File: src/acs_pkg.sv
/*
  Shared constants of the converter control and status sequencer: register
  offsets, control field positions, reset values and conversion lengths.
  Assumes one 10 MHz clock, where one converter state is one clock period.
*/
package acs_pkg;

  // ==========================================================
  // register map
  localparam int          ADDR_W       = 4;
  localparam int          DATA_W       = 8;
  localparam logic [3:0]  OFS_RES_BASE = 4'h0;  // result words A..D, high byte first
  localparam logic [3:0]  OFS_CSR      = 4'h8;
  localparam logic [3:0]  OFS_IRQ_STAT = 4'h9;
  localparam logic [3:0]  OFS_IRQ_MASK = 4'hA;

  // ==========================================================
  // control/status fields
  localparam int          BIT_DONE     = 7;
  localparam int          BIT_IE       = 6;
  localparam int          BIT_GO       = 5;
  localparam int          BIT_SCAN     = 4;
  localparam int          BIT_SPEED    = 3;
  localparam int          CHAN_MSB     = 2;
  localparam logic [7:0]  CSR_RESET    = 8'h00;

  // ==========================================================
  // interrupt status bits
  localparam int          IRQ_W        = 2;
  localparam int          IRQ_PASS     = 0;  // end flag raised
  localparam int          IRQ_STORE    = 1;  // any result stored
  localparam logic [1:0]  IRQ_RESET    = 2'h0;

  // ==========================================================
  // result layout and timing
  localparam int          RES_W        = 10;
  localparam int          RES_PAD      = 6;
  localparam logic [15:0] RES_RESET    = 16'h0000;
  localparam int          CLK_NS       = 100;
  localparam int          STATE_NS     = 100;
  localparam int          CONV_SLOW_STATES = 134;
  localparam int          CONV_FAST_STATES = 70;
  localparam logic [7:0]  CONV_SLOW_CYC = 8'(CONV_SLOW_STATES * STATE_NS / CLK_NS);
  localparam logic [7:0]  CONV_FAST_CYC = 8'(CONV_FAST_STATES * STATE_NS / CLK_NS);

  typedef enum logic [1:0] {
    ST_IDLE = 2'b00,
    ST_CONV = 2'b01
  } acs_state_e;

endpackage

File: src/acs_result_mem.sv
/*
  Four 16-bit result words with a registered byte read port.
  Assumes the owner gives bytes for non-result offsets already decoded.
*/
module acs_result_mem
  import acs_pkg::*;
(
  // clock and reset
  input  wire logic                ref_clk,
  input  wire logic                rst_n,
  // write side
  input  wire logic                wr_en,
  input  wire logic [1:0]          wr_idx,
  input  wire logic [15:0]         wr_data,
  // read side
  input  wire logic                rd_en,
  input  wire logic [ADDR_W-1:0]   rd_addr,
  input  wire logic [DATA_W-1:0]   reg_byte,
  output logic      [DATA_W-1:0]   rd_data_r
);
  import acs_pkg::*;

  logic [15:0] word_r [4];

  // ==========================================================
  // storage
  always_ff @(posedge ref_clk) begin
    if (!rst_n) begin
      for (int i = 0; i < 4; i++) begin
        word_r[i] <= RES_RESET;
      end
    end else if (wr_en) begin
      word_r[wr_idx] <= wr_data;
    end
  end

  // ==========================================================
  // read port; data stand only in the cycle after the strobe
  always_ff @(posedge ref_clk) begin
    if (!rst_n) begin
      rd_data_r <= 8'h00;
    end else if (!rd_en) begin
      rd_data_r <= 8'h00;
    end else if (rd_addr[3] == OFS_RES_BASE[3]) begin
      rd_data_r <= rd_addr[0] ? word_r[rd_addr[2:1]][7:0] : word_r[rd_addr[2:1]][15:8];
    end else begin
      rd_data_r <= reg_byte;
    end
  end

endmodule

File: src/acs_sequencer.sv
/*
  Control/status register and conversion sequencer of an eight-input 10-bit
  converter, with result store and interrupt status.
  Assumes the analog core presents its finished code on sar_data at the end
  of each conversion period, on the same clock.
*/
// Behaviour
// - single mode: end flag sets when the chosen channel finishes
// - sweep mode: end flag sets after each full pass over selected channels
// - end flag clears only on a 0 write after reading it as 1
// - writing 1 to the go bit starts conversion with current settings
// - single mode: go bit clears itself when the conversion completes
// - sweep mode: keeps converting until go cleared, reset or standby
// - mode bit: 0 single conversion, 1 group sweep
// - speed bit: 0 gives 134 states, 1 gives 70 states
// - single mode: channel code 0..7 selects input 0..7
// - sweep: top bit picks group, low bits give channel count minus one
// - end flag with interrupt enable raises the conversion-end interrupt
// - result stored left-justified in bits 15..6, low six bits zero
// - inputs n and n+4 share result word n
// - sweep restarts at the first channel of the group after a pass
module acs_sequencer
  import acs_pkg::*;
(
  // clock and reset
  input  wire logic                       ref_clk,
  input  wire logic                       rst_n,
  // register port
  input  wire logic [acs_pkg::ADDR_W-1:0] reg_addr,
  input  wire logic [acs_pkg::DATA_W-1:0] reg_wdata,
  input  wire logic                       reg_wr,
  input  wire logic                       reg_rd,
  output logic      [acs_pkg::DATA_W-1:0] reg_rdata,
  // analog core
  input  wire logic [acs_pkg::RES_W-1:0]  sar_data,
  output logic      [2:0]                 sar_channel_r,
  output logic                            sar_busy_r,
  output logic                            sar_fast_r,
  // system
  input  wire logic                       standby_req,
  output logic                            conversion_end_irq_r
);
  import acs_pkg::*;

  // ==========================================================
  // state
  acs_state_e        state_r;
  logic [7:0]        cnt_r;
  logic              done_r;
  logic              ie_r;
  logic              go_r;
  logic              scan_r;
  logic              speed_r;
  logic [2:0]        chan_r;
  logic              armed_r;
  logic [IRQ_W-1:0]  irq_stat_r;
  logic [IRQ_W-1:0]  irq_mask_r;

  logic              csr_wr;
  logic              csr_rd;
  logic              go_kill;
  logic              conv_end;
  logic              fin;
  logic              last_ch;
  logic [7:0]        csr_byte;
  logic [7:0]        reg_byte;

  // ==========================================================
  // helpers
  function automatic logic [7:0] conv_len(input logic fast);
    conv_len = fast ? CONV_FAST_CYC : CONV_SLOW_CYC;
  endfunction

  function automatic logic [2:0] first_ch(input logic scan, input logic [2:0] chan);
    first_ch = scan ? {chan[CHAN_MSB], 2'b00} : chan;
  endfunction

  // ==========================================================
  // decode
  assign csr_wr   = reg_wr && (reg_addr == OFS_CSR);
  assign csr_rd   = reg_rd && (reg_addr == OFS_CSR);
  assign go_kill  = standby_req || (csr_wr && !reg_wdata[BIT_GO]);
  assign conv_end = (state_r == ST_CONV) && (cnt_r == 8'h01);
  assign fin      = conv_end && !go_kill;
  // a sweep pass ends on the channel whose low bits equal the count field
  assign last_ch  = scan_r ? (sar_channel_r[1:0] == chan_r[1:0]) : 1'b1;
  assign csr_byte = {done_r, ie_r, go_r, scan_r, speed_r, chan_r};

  always_comb begin
    reg_byte = 8'h00;
    unique case (reg_addr)
      OFS_CSR:      reg_byte = csr_byte;
      OFS_IRQ_STAT: reg_byte = {{(8-IRQ_W){1'b0}}, irq_stat_r};
      OFS_IRQ_MASK: reg_byte = {{(8-IRQ_W){1'b0}}, irq_mask_r};
      default:      reg_byte = 8'h00;
    endcase
  end

  // ==========================================================
  // control fields
  always_ff @(posedge ref_clk) begin
    if (!rst_n) begin
      ie_r    <= CSR_RESET[BIT_IE];
      scan_r  <= CSR_RESET[BIT_SCAN];
      speed_r <= CSR_RESET[BIT_SPEED];
      chan_r  <= CSR_RESET[2:0];
    end else if (csr_wr) begin
      // speed changes while running set the length from the next channel on; sar_fast_r follows one cycle after the write
      ie_r    <= reg_wdata[BIT_IE];
      scan_r  <= reg_wdata[BIT_SCAN];
      speed_r <= reg_wdata[BIT_SPEED];
      chan_r  <= reg_wdata[2:0];
    end
  end

  always_ff @(posedge ref_clk) begin
    if (!rst_n) begin
      go_r <= CSR_RESET[BIT_GO];
    end else if (standby_req) begin
      go_r <= 1'b0;
    end else if (csr_wr) begin
      go_r <= reg_wdata[BIT_GO];
    end else if (fin && !scan_r) begin
      go_r <= 1'b0;
    end
  end

  // ==========================================================
  // end flag: a blind 0 write must not clear it
  always_ff @(posedge ref_clk) begin
    if (!rst_n) begin
      armed_r <= 1'b0;
    end else if (csr_rd && done_r) begin
      armed_r <= 1'b1;
    end else if (csr_wr) begin
      armed_r <= 1'b0;
    end
  end

  always_ff @(posedge ref_clk) begin
    if (!rst_n) begin
      done_r <= CSR_RESET[BIT_DONE];
    end else if (fin && last_ch) begin
      done_r <= 1'b1;
    end else if (csr_wr && armed_r && !reg_wdata[BIT_DONE]) begin
      done_r <= 1'b0;
    end
  end

  // ==========================================================
  // sequencer
  always_ff @(posedge ref_clk) begin
    if (!rst_n) begin
      state_r       <= ST_IDLE;
      cnt_r         <= 8'h00;
      sar_channel_r <= 3'h0;
      sar_busy_r    <= 1'b0;
    end else begin
      unique case (state_r)
        ST_IDLE: begin
          if (go_r && !go_kill) begin
            state_r       <= ST_CONV;
            cnt_r         <= conv_len(speed_r);
            sar_channel_r <= first_ch(scan_r, chan_r);
            sar_busy_r    <= 1'b1;
          end
        end
        ST_CONV: begin
          if (go_kill || !go_r) begin
            state_r    <= ST_IDLE;
            sar_busy_r <= 1'b0;
          end else if (conv_end) begin
            if (!scan_r) begin
              state_r    <= ST_IDLE;
              sar_busy_r <= 1'b0;
            end else begin
              cnt_r <= conv_len(speed_r);
              if (last_ch) begin
                sar_channel_r <= first_ch(1'b1, chan_r);
              end else begin
                sar_channel_r <= sar_channel_r + 3'h1;
              end
            end
          end else begin
            cnt_r <= cnt_r - 8'h01;
          end
        end
      endcase
    end
  end

  always_ff @(posedge ref_clk) begin
    if (!rst_n) begin
      sar_fast_r <= 1'b0;
    end else begin
      sar_fast_r <= speed_r;
    end
  end

  // ==========================================================
  // interrupt status and mask
  always_ff @(posedge ref_clk) begin
    if (!rst_n) begin
      irq_mask_r <= IRQ_RESET;
    end else if (reg_wr && (reg_addr == OFS_IRQ_MASK)) begin
      irq_mask_r <= reg_wdata[IRQ_W-1:0];
    end
  end

  always_ff @(posedge ref_clk) begin
    if (!rst_n) begin
      irq_stat_r <= IRQ_RESET;
    end else begin
      // set wins over a simultaneous write-one clear
      irq_stat_r <= (irq_stat_r & ~((reg_wr && (reg_addr == OFS_IRQ_STAT)) ?
                      reg_wdata[IRQ_W-1:0] : IRQ_RESET))
                    | {fin, fin && last_ch};
    end
  end

  always_ff @(posedge ref_clk) begin
    if (!rst_n) begin
      conversion_end_irq_r <= 1'b0;
    end else begin
      conversion_end_irq_r <= (done_r && ie_r) || (|(irq_stat_r & irq_mask_r));
    end
  end

  // ==========================================================
  // result store
  acs_result_mem u_mem (
    .ref_clk   (ref_clk),
    .rst_n     (rst_n),
    .wr_en     (fin),
    .wr_idx    (sar_channel_r[1:0]),
    .wr_data   ({sar_data, {RES_PAD{1'b0}}}),
    .rd_en     (reg_rd),
    .rd_addr   (reg_addr),
    .reg_byte  (reg_byte),
    .rd_data_r (reg_rdata)
  );

  // ==========================================================
  // checks
  a_single_go_clear: assert property (@(posedge ref_clk) disable iff (!rst_n)
    fin && !scan_r && !csr_wr |=> !go_r && !sar_busy_r)
    else $error("single conversion did not clear go");

  a_end_flag_set: assert property (@(posedge ref_clk) disable iff (!rst_n)
    fin && last_ch |=> done_r)
    else $error("end flag not set after conversion");

  a_flag_cause: assert property (@(posedge ref_clk) disable iff (!rst_n)
    $rose(done_r) |-> $past(fin) && $past(last_ch))
    else $error("end flag set without a finished pass");

  a_flag_blind_hold: assert property (@(posedge ref_clk) disable iff (!rst_n)
    done_r && !armed_r |=> done_r)
    else $error("end flag cleared without prior read");

  a_sweep_keeps_going: assert property (@(posedge ref_clk) disable iff (!rst_n)
    fin && scan_r && !csr_wr |=> go_r && sar_busy_r)
    else $error("sweep stopped on its own");

  a_go_write_stop: assert property (@(posedge ref_clk) disable iff (!rst_n)
    csr_wr && !reg_wdata[BIT_GO] |=> !go_r ##1 !sar_busy_r)
    else $error("clearing go did not stop conversion");

  a_go_starts_conv: assert property (@(posedge ref_clk) disable iff (!rst_n)
    state_r == ST_IDLE && go_r && !go_kill |=> sar_busy_r)
    else $error("go did not start conversion");

  a_speed_length: assert property (@(posedge ref_clk) disable iff (!rst_n)
    $rose(sar_busy_r) |-> cnt_r == ($past(speed_r) ? 8'h46 : 8'h86))
    else $error("conversion length wrong for speed");

  a_single_channel: assert property (@(posedge ref_clk) disable iff (!rst_n)
    $rose(sar_busy_r) && !$past(scan_r) |-> sar_channel_r == $past(chan_r))
    else $error("single mode converted wrong input");

  a_sweep_step: assert property (@(posedge ref_clk) disable iff (!rst_n)
    fin && scan_r && !last_ch && !csr_wr |=> sar_channel_r == $past(sar_channel_r) + 3'h1)
    else $error("sweep did not step to the next input");

  a_sweep_wrap: assert property (@(posedge ref_clk) disable iff (!rst_n)
    fin && scan_r && last_ch && !csr_wr |=> sar_channel_r == {$past(chan_r[2]), 2'b00})
    else $error("sweep did not restart at group start");

  a_standby_stop: assert property (@(posedge ref_clk) disable iff (!rst_n)
    standby_req |=> !go_r ##1 !sar_busy_r)
    else $error("standby did not stop conversion");

  a_irq_raise: assert property (@(posedge ref_clk) disable iff (!rst_n)
    done_r && ie_r |=> conversion_end_irq_r)
    else $error("end interrupt not raised");

  a_reset_clear: assert property (@(posedge ref_clk)
    !rst_n |=> csr_byte == 8'h00)
    else $error("control register not cleared by reset");

endmodule

File: config.mk
export PLATFORM = sky130hd
export DESIGN_NAME = acs_sequencer
export DESIGN_NICKNAME = d
export VERILOG_FILES = /design/src/acs_pkg.sv /design/src/acs_result_mem.sv /design/src/acs_sequencer.sv
export SDC_FILE = /design/constraint.sdc
export NUM_CORES = 1
export LEC_CHECK = 0
export BUFFER_PORTS_ARGS = -buffer_cell sky130_fd_sc_hd__buf_2
export CELL_PAD_IN_SITES_DETAIL_PLACEMENT = 1
export CELL_PAD_IN_SITES_GLOBAL_PLACEMENT = 2
export CORE_MARGIN = 10
export CORE_UTILIZATION = 35
export DETAILED_ROUTE_END_ITERATION = 8
export PLACE_DENSITY_LB_ADDON = 0.1
export SLEW_MARGIN = 30
export SYNTH_ARGS = -nofsm -noshare
export SYNTH_HDL_FRONTEND = slang
export SYNTH_SLANG_ARGS = --single-unit
File: constraint.sdc
create_clock -name ref_clk -period 2.5 [get_ports ref_clk]
set_clock_uncertainty 0.1 [all_clocks]
set_input_delay 0.25 -clock ref_clk [delete_from_list [all_inputs] [get_ports ref_clk]]
set_output_delay 0.25 -clock ref_clk [all_outputs]
set_load 0.1 [all_outputs]
**Word level (Yosys, flattened, before mapping)**

Memory sizes are Yosys's and may differ from the RTL's.
Index checks and enable logic that the tools add are counted.

- Register bits after elaboration: 37
- RAM bits: 40
- Output and inout bits: 14
- Memories kept: 1

Memory list:

| memory | depth | width | read ports | clocked after Yosys merged registers in | write ports | line | text |
|---|---|---|---|---|---|---|---|
| u_mem.word_r | 4 | 10 | 1 | 0 | 4 | acs_result_mem.sv:23 | `logic [15:0] word_r [4];` |

- Add/sub/neg operators: 2
- Eq/ne operators: 13
- Mux-type cells: 41
- Bitwise logic cells: 5
- Reductions and logical operators: 33

Operators by type and width:

| cell | number |
|---|---|
| 8-bit two-way mux | 7 |
| 8-bit case mux with 3 select lines | 1 |
| 1-bit two-way mux | 16 |
| 8-bit case mux with 2 select lines | 1 |
| 3-bit two-way mux | 5 |
| 1-bit logical AND | 14 |
| 2-bit two-way mux | 7 |
| 4-bit equality test (second input constant) | 3 |
| 10-bit two-way mux | 1 |
| 10-bit OR reduction | 1 |
| 8-bit by 1-bit equality test with 1-bit output (second input constant) | 1 |
| 2-bit inequality test (second input constant) | 4 |
| 8-bit by 1-bit subtractor with 8-bit output (second input constant) | 1 |
| 3-bit by 2-bit inequality test with 1-bit output (second input constant) | 2 |
| 3-bit case mux with 2 select lines | 1 |
| 3-bit AND reduction | 2 |
| 2-bit nonzero test | 3 |
| 1-bit logical NOT | 5 |
| 2-bit AND | 2 |
| 2-bit case mux with 2 select lines | 1 |
| 4-bit AND reduction | 1 |
| 2-bit OR reduction | 2 |
| 3-bit by 1-bit adder with 3-bit output (second input constant) | 1 |
| 1-bit logical OR | 3 |
| other kinds (9) | 9 |

**Depth between registers and ports, before layout**

- Depth after elaboration: 11
- Mapped depth: 7
- Mapped depth without buffers: 6

**By module**

Synthesis repeated with hierarchy kept, for this count alone.

- Cell total of the unflattened synthesis: 407
- Area, all modules: 4775.8 um2

By module, submodules not included:

| module | instances | cells an instance | area each (um2) |
|---|---|---|---|
| acs_result_mem | 1 | 238 | 3340.7 |
| acs_sequencer | 1 | 169 | 1435.1 |

**Least setup slack after synthesis**

No wires, ideal clock.

- Kind: flip-flop to flip-flop
- From: register, netlist name sar_busy_r
- To: memory u_mem.word_r[1][0] (netlist name) (enable)
- Library setup time: 0.391 ns
- Data arrival time: 2.150 ns
- Required time: 2.009 ns
- Setup slack: -0.141 ns
- Cell stages (with the launch flop): 4
- Path buffers: 1
- Period minus slack after synthesis: 2.641 ns
- Cells stage by stage: dfxtp_1 > clkbuf_1 > nand3_1 > o21ai_0

RTL lines:

| what | line |
|---|---|
| end: declaration | acs_result_mem.sv:23 |

==> flow_summary_export.csv <==
group,metric,value,unit
grt,met1_usage,18.8,%
final_layout,finalInstanceArea,4220,µm²
clocking,cts.htree.levels,3,
synth,syn_nets,335,
sta,tightest_slew,0.806,ns
placement,gp_congestion,0.776,
clocking,cts_buffers,9,
synth,avgSynthCellArea,11.7,µm²
clocking,clk_latency,0.36,ns
placement,dp_hpwl,7020,µm
final_layout,final_cell_mix,"43 x and2_1, 40 x buf_2, 40 x edfxtp_1",
run_status,status,"complete, no violations",
route,via_per_inst,5.19,
clocking,clock_path_buffers,2,
sta,hold_violations,0,
route,wire_per_inst,19.3,µm
synth,synth_edf_count,40,
synth,ys.warnings.count,0,
floorplanning,num_io_pins,41,
critical_path,critical_path_arrival,2.25,ns
sta,fin_crit_sh,90.9,%
floorplanning,die_y,121,µm
synth,netlist_instances,305,
route,drt-pass1-iter-count,4,
critical_path,critical_path_class,"flop to flop",
grt,grt_start_max_net_pins,32,
placement,place_area,4010,µm²
clocking,cts_setup_buffers,0,
sta,finalSetupViolCount,0,
sta,period_needed,2.27,ns
grt,grtUsageMet2,20.0,%
hold_path,min_path_type,"primary input to flop",
clocking,cts_resized,0,
clocking,path_clk_slew,0.09,ns
clocking,cts_tree,"done",
floorplanning,dieWidth,121,µm
sta,setup_tns,0,ns
grt,grtUsageTotal,13.5,%
sta,final_max_slew_viol_count,0,
route,num_vias,2584,
critical_path,cp.required,2.47,ns
floorplanning,core_area,9860,µm²
route,drt-initial-drc-count,175,
synth,synthFlopType,"edfxtp_1",
synth,synth-async-reset-ratio,0,%
job,cap_violations,0,
route,ant_nets,0,
route,wl,9620,µm
power,peakVddDrop,0.328,mV
final_layout,drive_above_1_share,27.4,%
grt,met3_usage,3.40,%
floorplanning,dieArea,14600,µm²
clocking,cts_sinks,75,
power,leakagePower,1.63,nW
final_layout,area_growth,18.3,%
clocking,root_buffer,"clkbuf_8",
synth,netlist_area,3570,µm²
grt,antenna_found_initial,0,
synth,ys_ff_latch,75,
grt,grt_pass1_vias,2594,
power,p_per_area,586,nW/µm²
sta,relSlewSlack,46.1,%
floorplanning,initial_core_util,36.1,%
route,drc,0,
critical_path,end_kind,"flop",
grt,grt_overflow,0,
critical_path,worstPathMaxFanout,11,
grt,grt_busiest_layer,"met2",
sta,fmax,0.440,GHz
placement,io_buffer_count,40,
grt,grt_pass1_wl,15200,µm
critical_path,cp-start-kind,"flop",
floorplanning,core.rowCount,36,
clocking,ctsHoldBuffers,0,
final_layout,mostFrequentLayoutCell,"and2_1",
synth,ys_types,56,
sta,rsz0062_at_grt,"no",
final_layout,diodes,0,
synth,synth-seq-area-share,53.3,%
final_layout,final_nets,390,
## kinds of logic after synthesis
kind of cell / count (synthesis) / share of synthesized area [%]
DFF: 75 / 53.3
AOI/OAI and AO/OA: 60 / 12.6
adders and majority gates: 3 / 1.05
and+or+nand+nor: 127 / 21.5
buffers and inverters: 20 / 2.42
muxes: 18 / 8.60
xor gates and xnor gates: 2 / 0.491
## report_power, final
part | internal [mW] | switching, mW
clock network | 0.401 | 0.563
logic | 0.0687 | 0.109
registers | 1.32 | 0.0124
## worst max-delay path, cell delays in order (launching register included)
cell	delay (ns)
dfxtp_1	0.39
nor4_4	0.43
nand3_1	0.27
nor4b_2	0.29
buf_4	0.21
nand2b_1	0.11
buf_4	0.18
## through the flow
step	hold WS (ns)	util, %	setup WS (ns)	std cells	power [mW]
4_1_cts	0.0157	42.6	0.0709	498	2.51
2_1_floorplan	0.254	-	0.124	305	1.46
3_3_place_gp	0.376	40.6	0.228	482	1.54
5_1_grt	0.0402	42.8	0.00961	498	2.57
6_report	0.0336	42.8	0.228	498	2.47
3_5_place_dp	0.383	40.6	0.111	482	1.54
## sequential cells by signal, summed over array words and instances (netlist names)
register and flops:
u_mem.word_r 40, cnt_r 8, u_mem.rd_data_r 8, chan_r 3, sar_channel_r 3, irq_mask_r 2
irq_stat_r 2, armed_r 1, conversion_end_irq_r 1, done_r 1, go_r 1, ie_r 1
sar_busy_r 1, sar_fast_r 1, scan_r 1, speed_r 1
## synth_stat cells, types with 3 or more instances
| library cell | count | area share [%] |
|---|---|---|
| a21boi_0 | 8 | 1.7 |
| a21oi_1 | 9 | 1.3 |
| a22oi_1 | 6 | 1.3 |
| and2_1 | 43 | 7.5 |
| buf_2 | 3 | 0.42 |
| clkbuf_1 | 10 | 1.1 |
| dfxtp_1 | 35 | 20 |
| edfxtp_1 | 40 | 34 |
| ha_1 | 3 | 1.1 |
| inv_1 | 6 | 0.63 |
| mux2i_1 | 7 | 2.0 |
| mux4_2 | 10 | 6.3 |
| nand2_1 | 18 | 1.9 |
| nand2b_1 | 7 | 1.2 |
| nand3_1 | 5 | 0.70 |
| nand4_1 | 3 | 0.53 |
| nor2_1 | 12 | 1.3 |
| nor2b_1 | 8 | 1.4 |
| nor3_1 | 5 | 0.70 |
| o211ai_1 | 3 | 0.63 |
| o21ai_0 | 8 | 1.1 |
| o31ai_1 | 4 | 0.84 |
| or3_1 | 5 | 0.88 |
| or4_1 | 4 | 0.84 |
## routing by layer
metal,share of wire (%),routed length [µm]
met3,3.6,345
met5,0,0
met4,1.2,114
met1,51,4900
met2,44,4270
## layout make-up
type                            count  area, µm²
Fill cell                        1107       5650
Timing Repair Buffer               58        335
Tap cell                          133        166
Clock inverter                      7       76.3
Sequential cell                    75       1900
Clock buffer                        9        124
Inverter                            6       22.5
Multi-Input combinational cell    210       1590
## final timing paths
kind,cells after the start,slack [ns],from,to
hold / removal,3,0.03,reg_wdata[2],chan_r[2]
setup reg to reg,6,0.23,cnt_r[2],u_mem.word_r[2][1]
hold reg to reg,2,0.40,irq_stat_r[0],irq_stat_r[0]
setup / recovery,6,0.23,cnt_r[2],u_mem.word_r[2][1]
No activity file was read; power rests on OpenSTA's default activity.
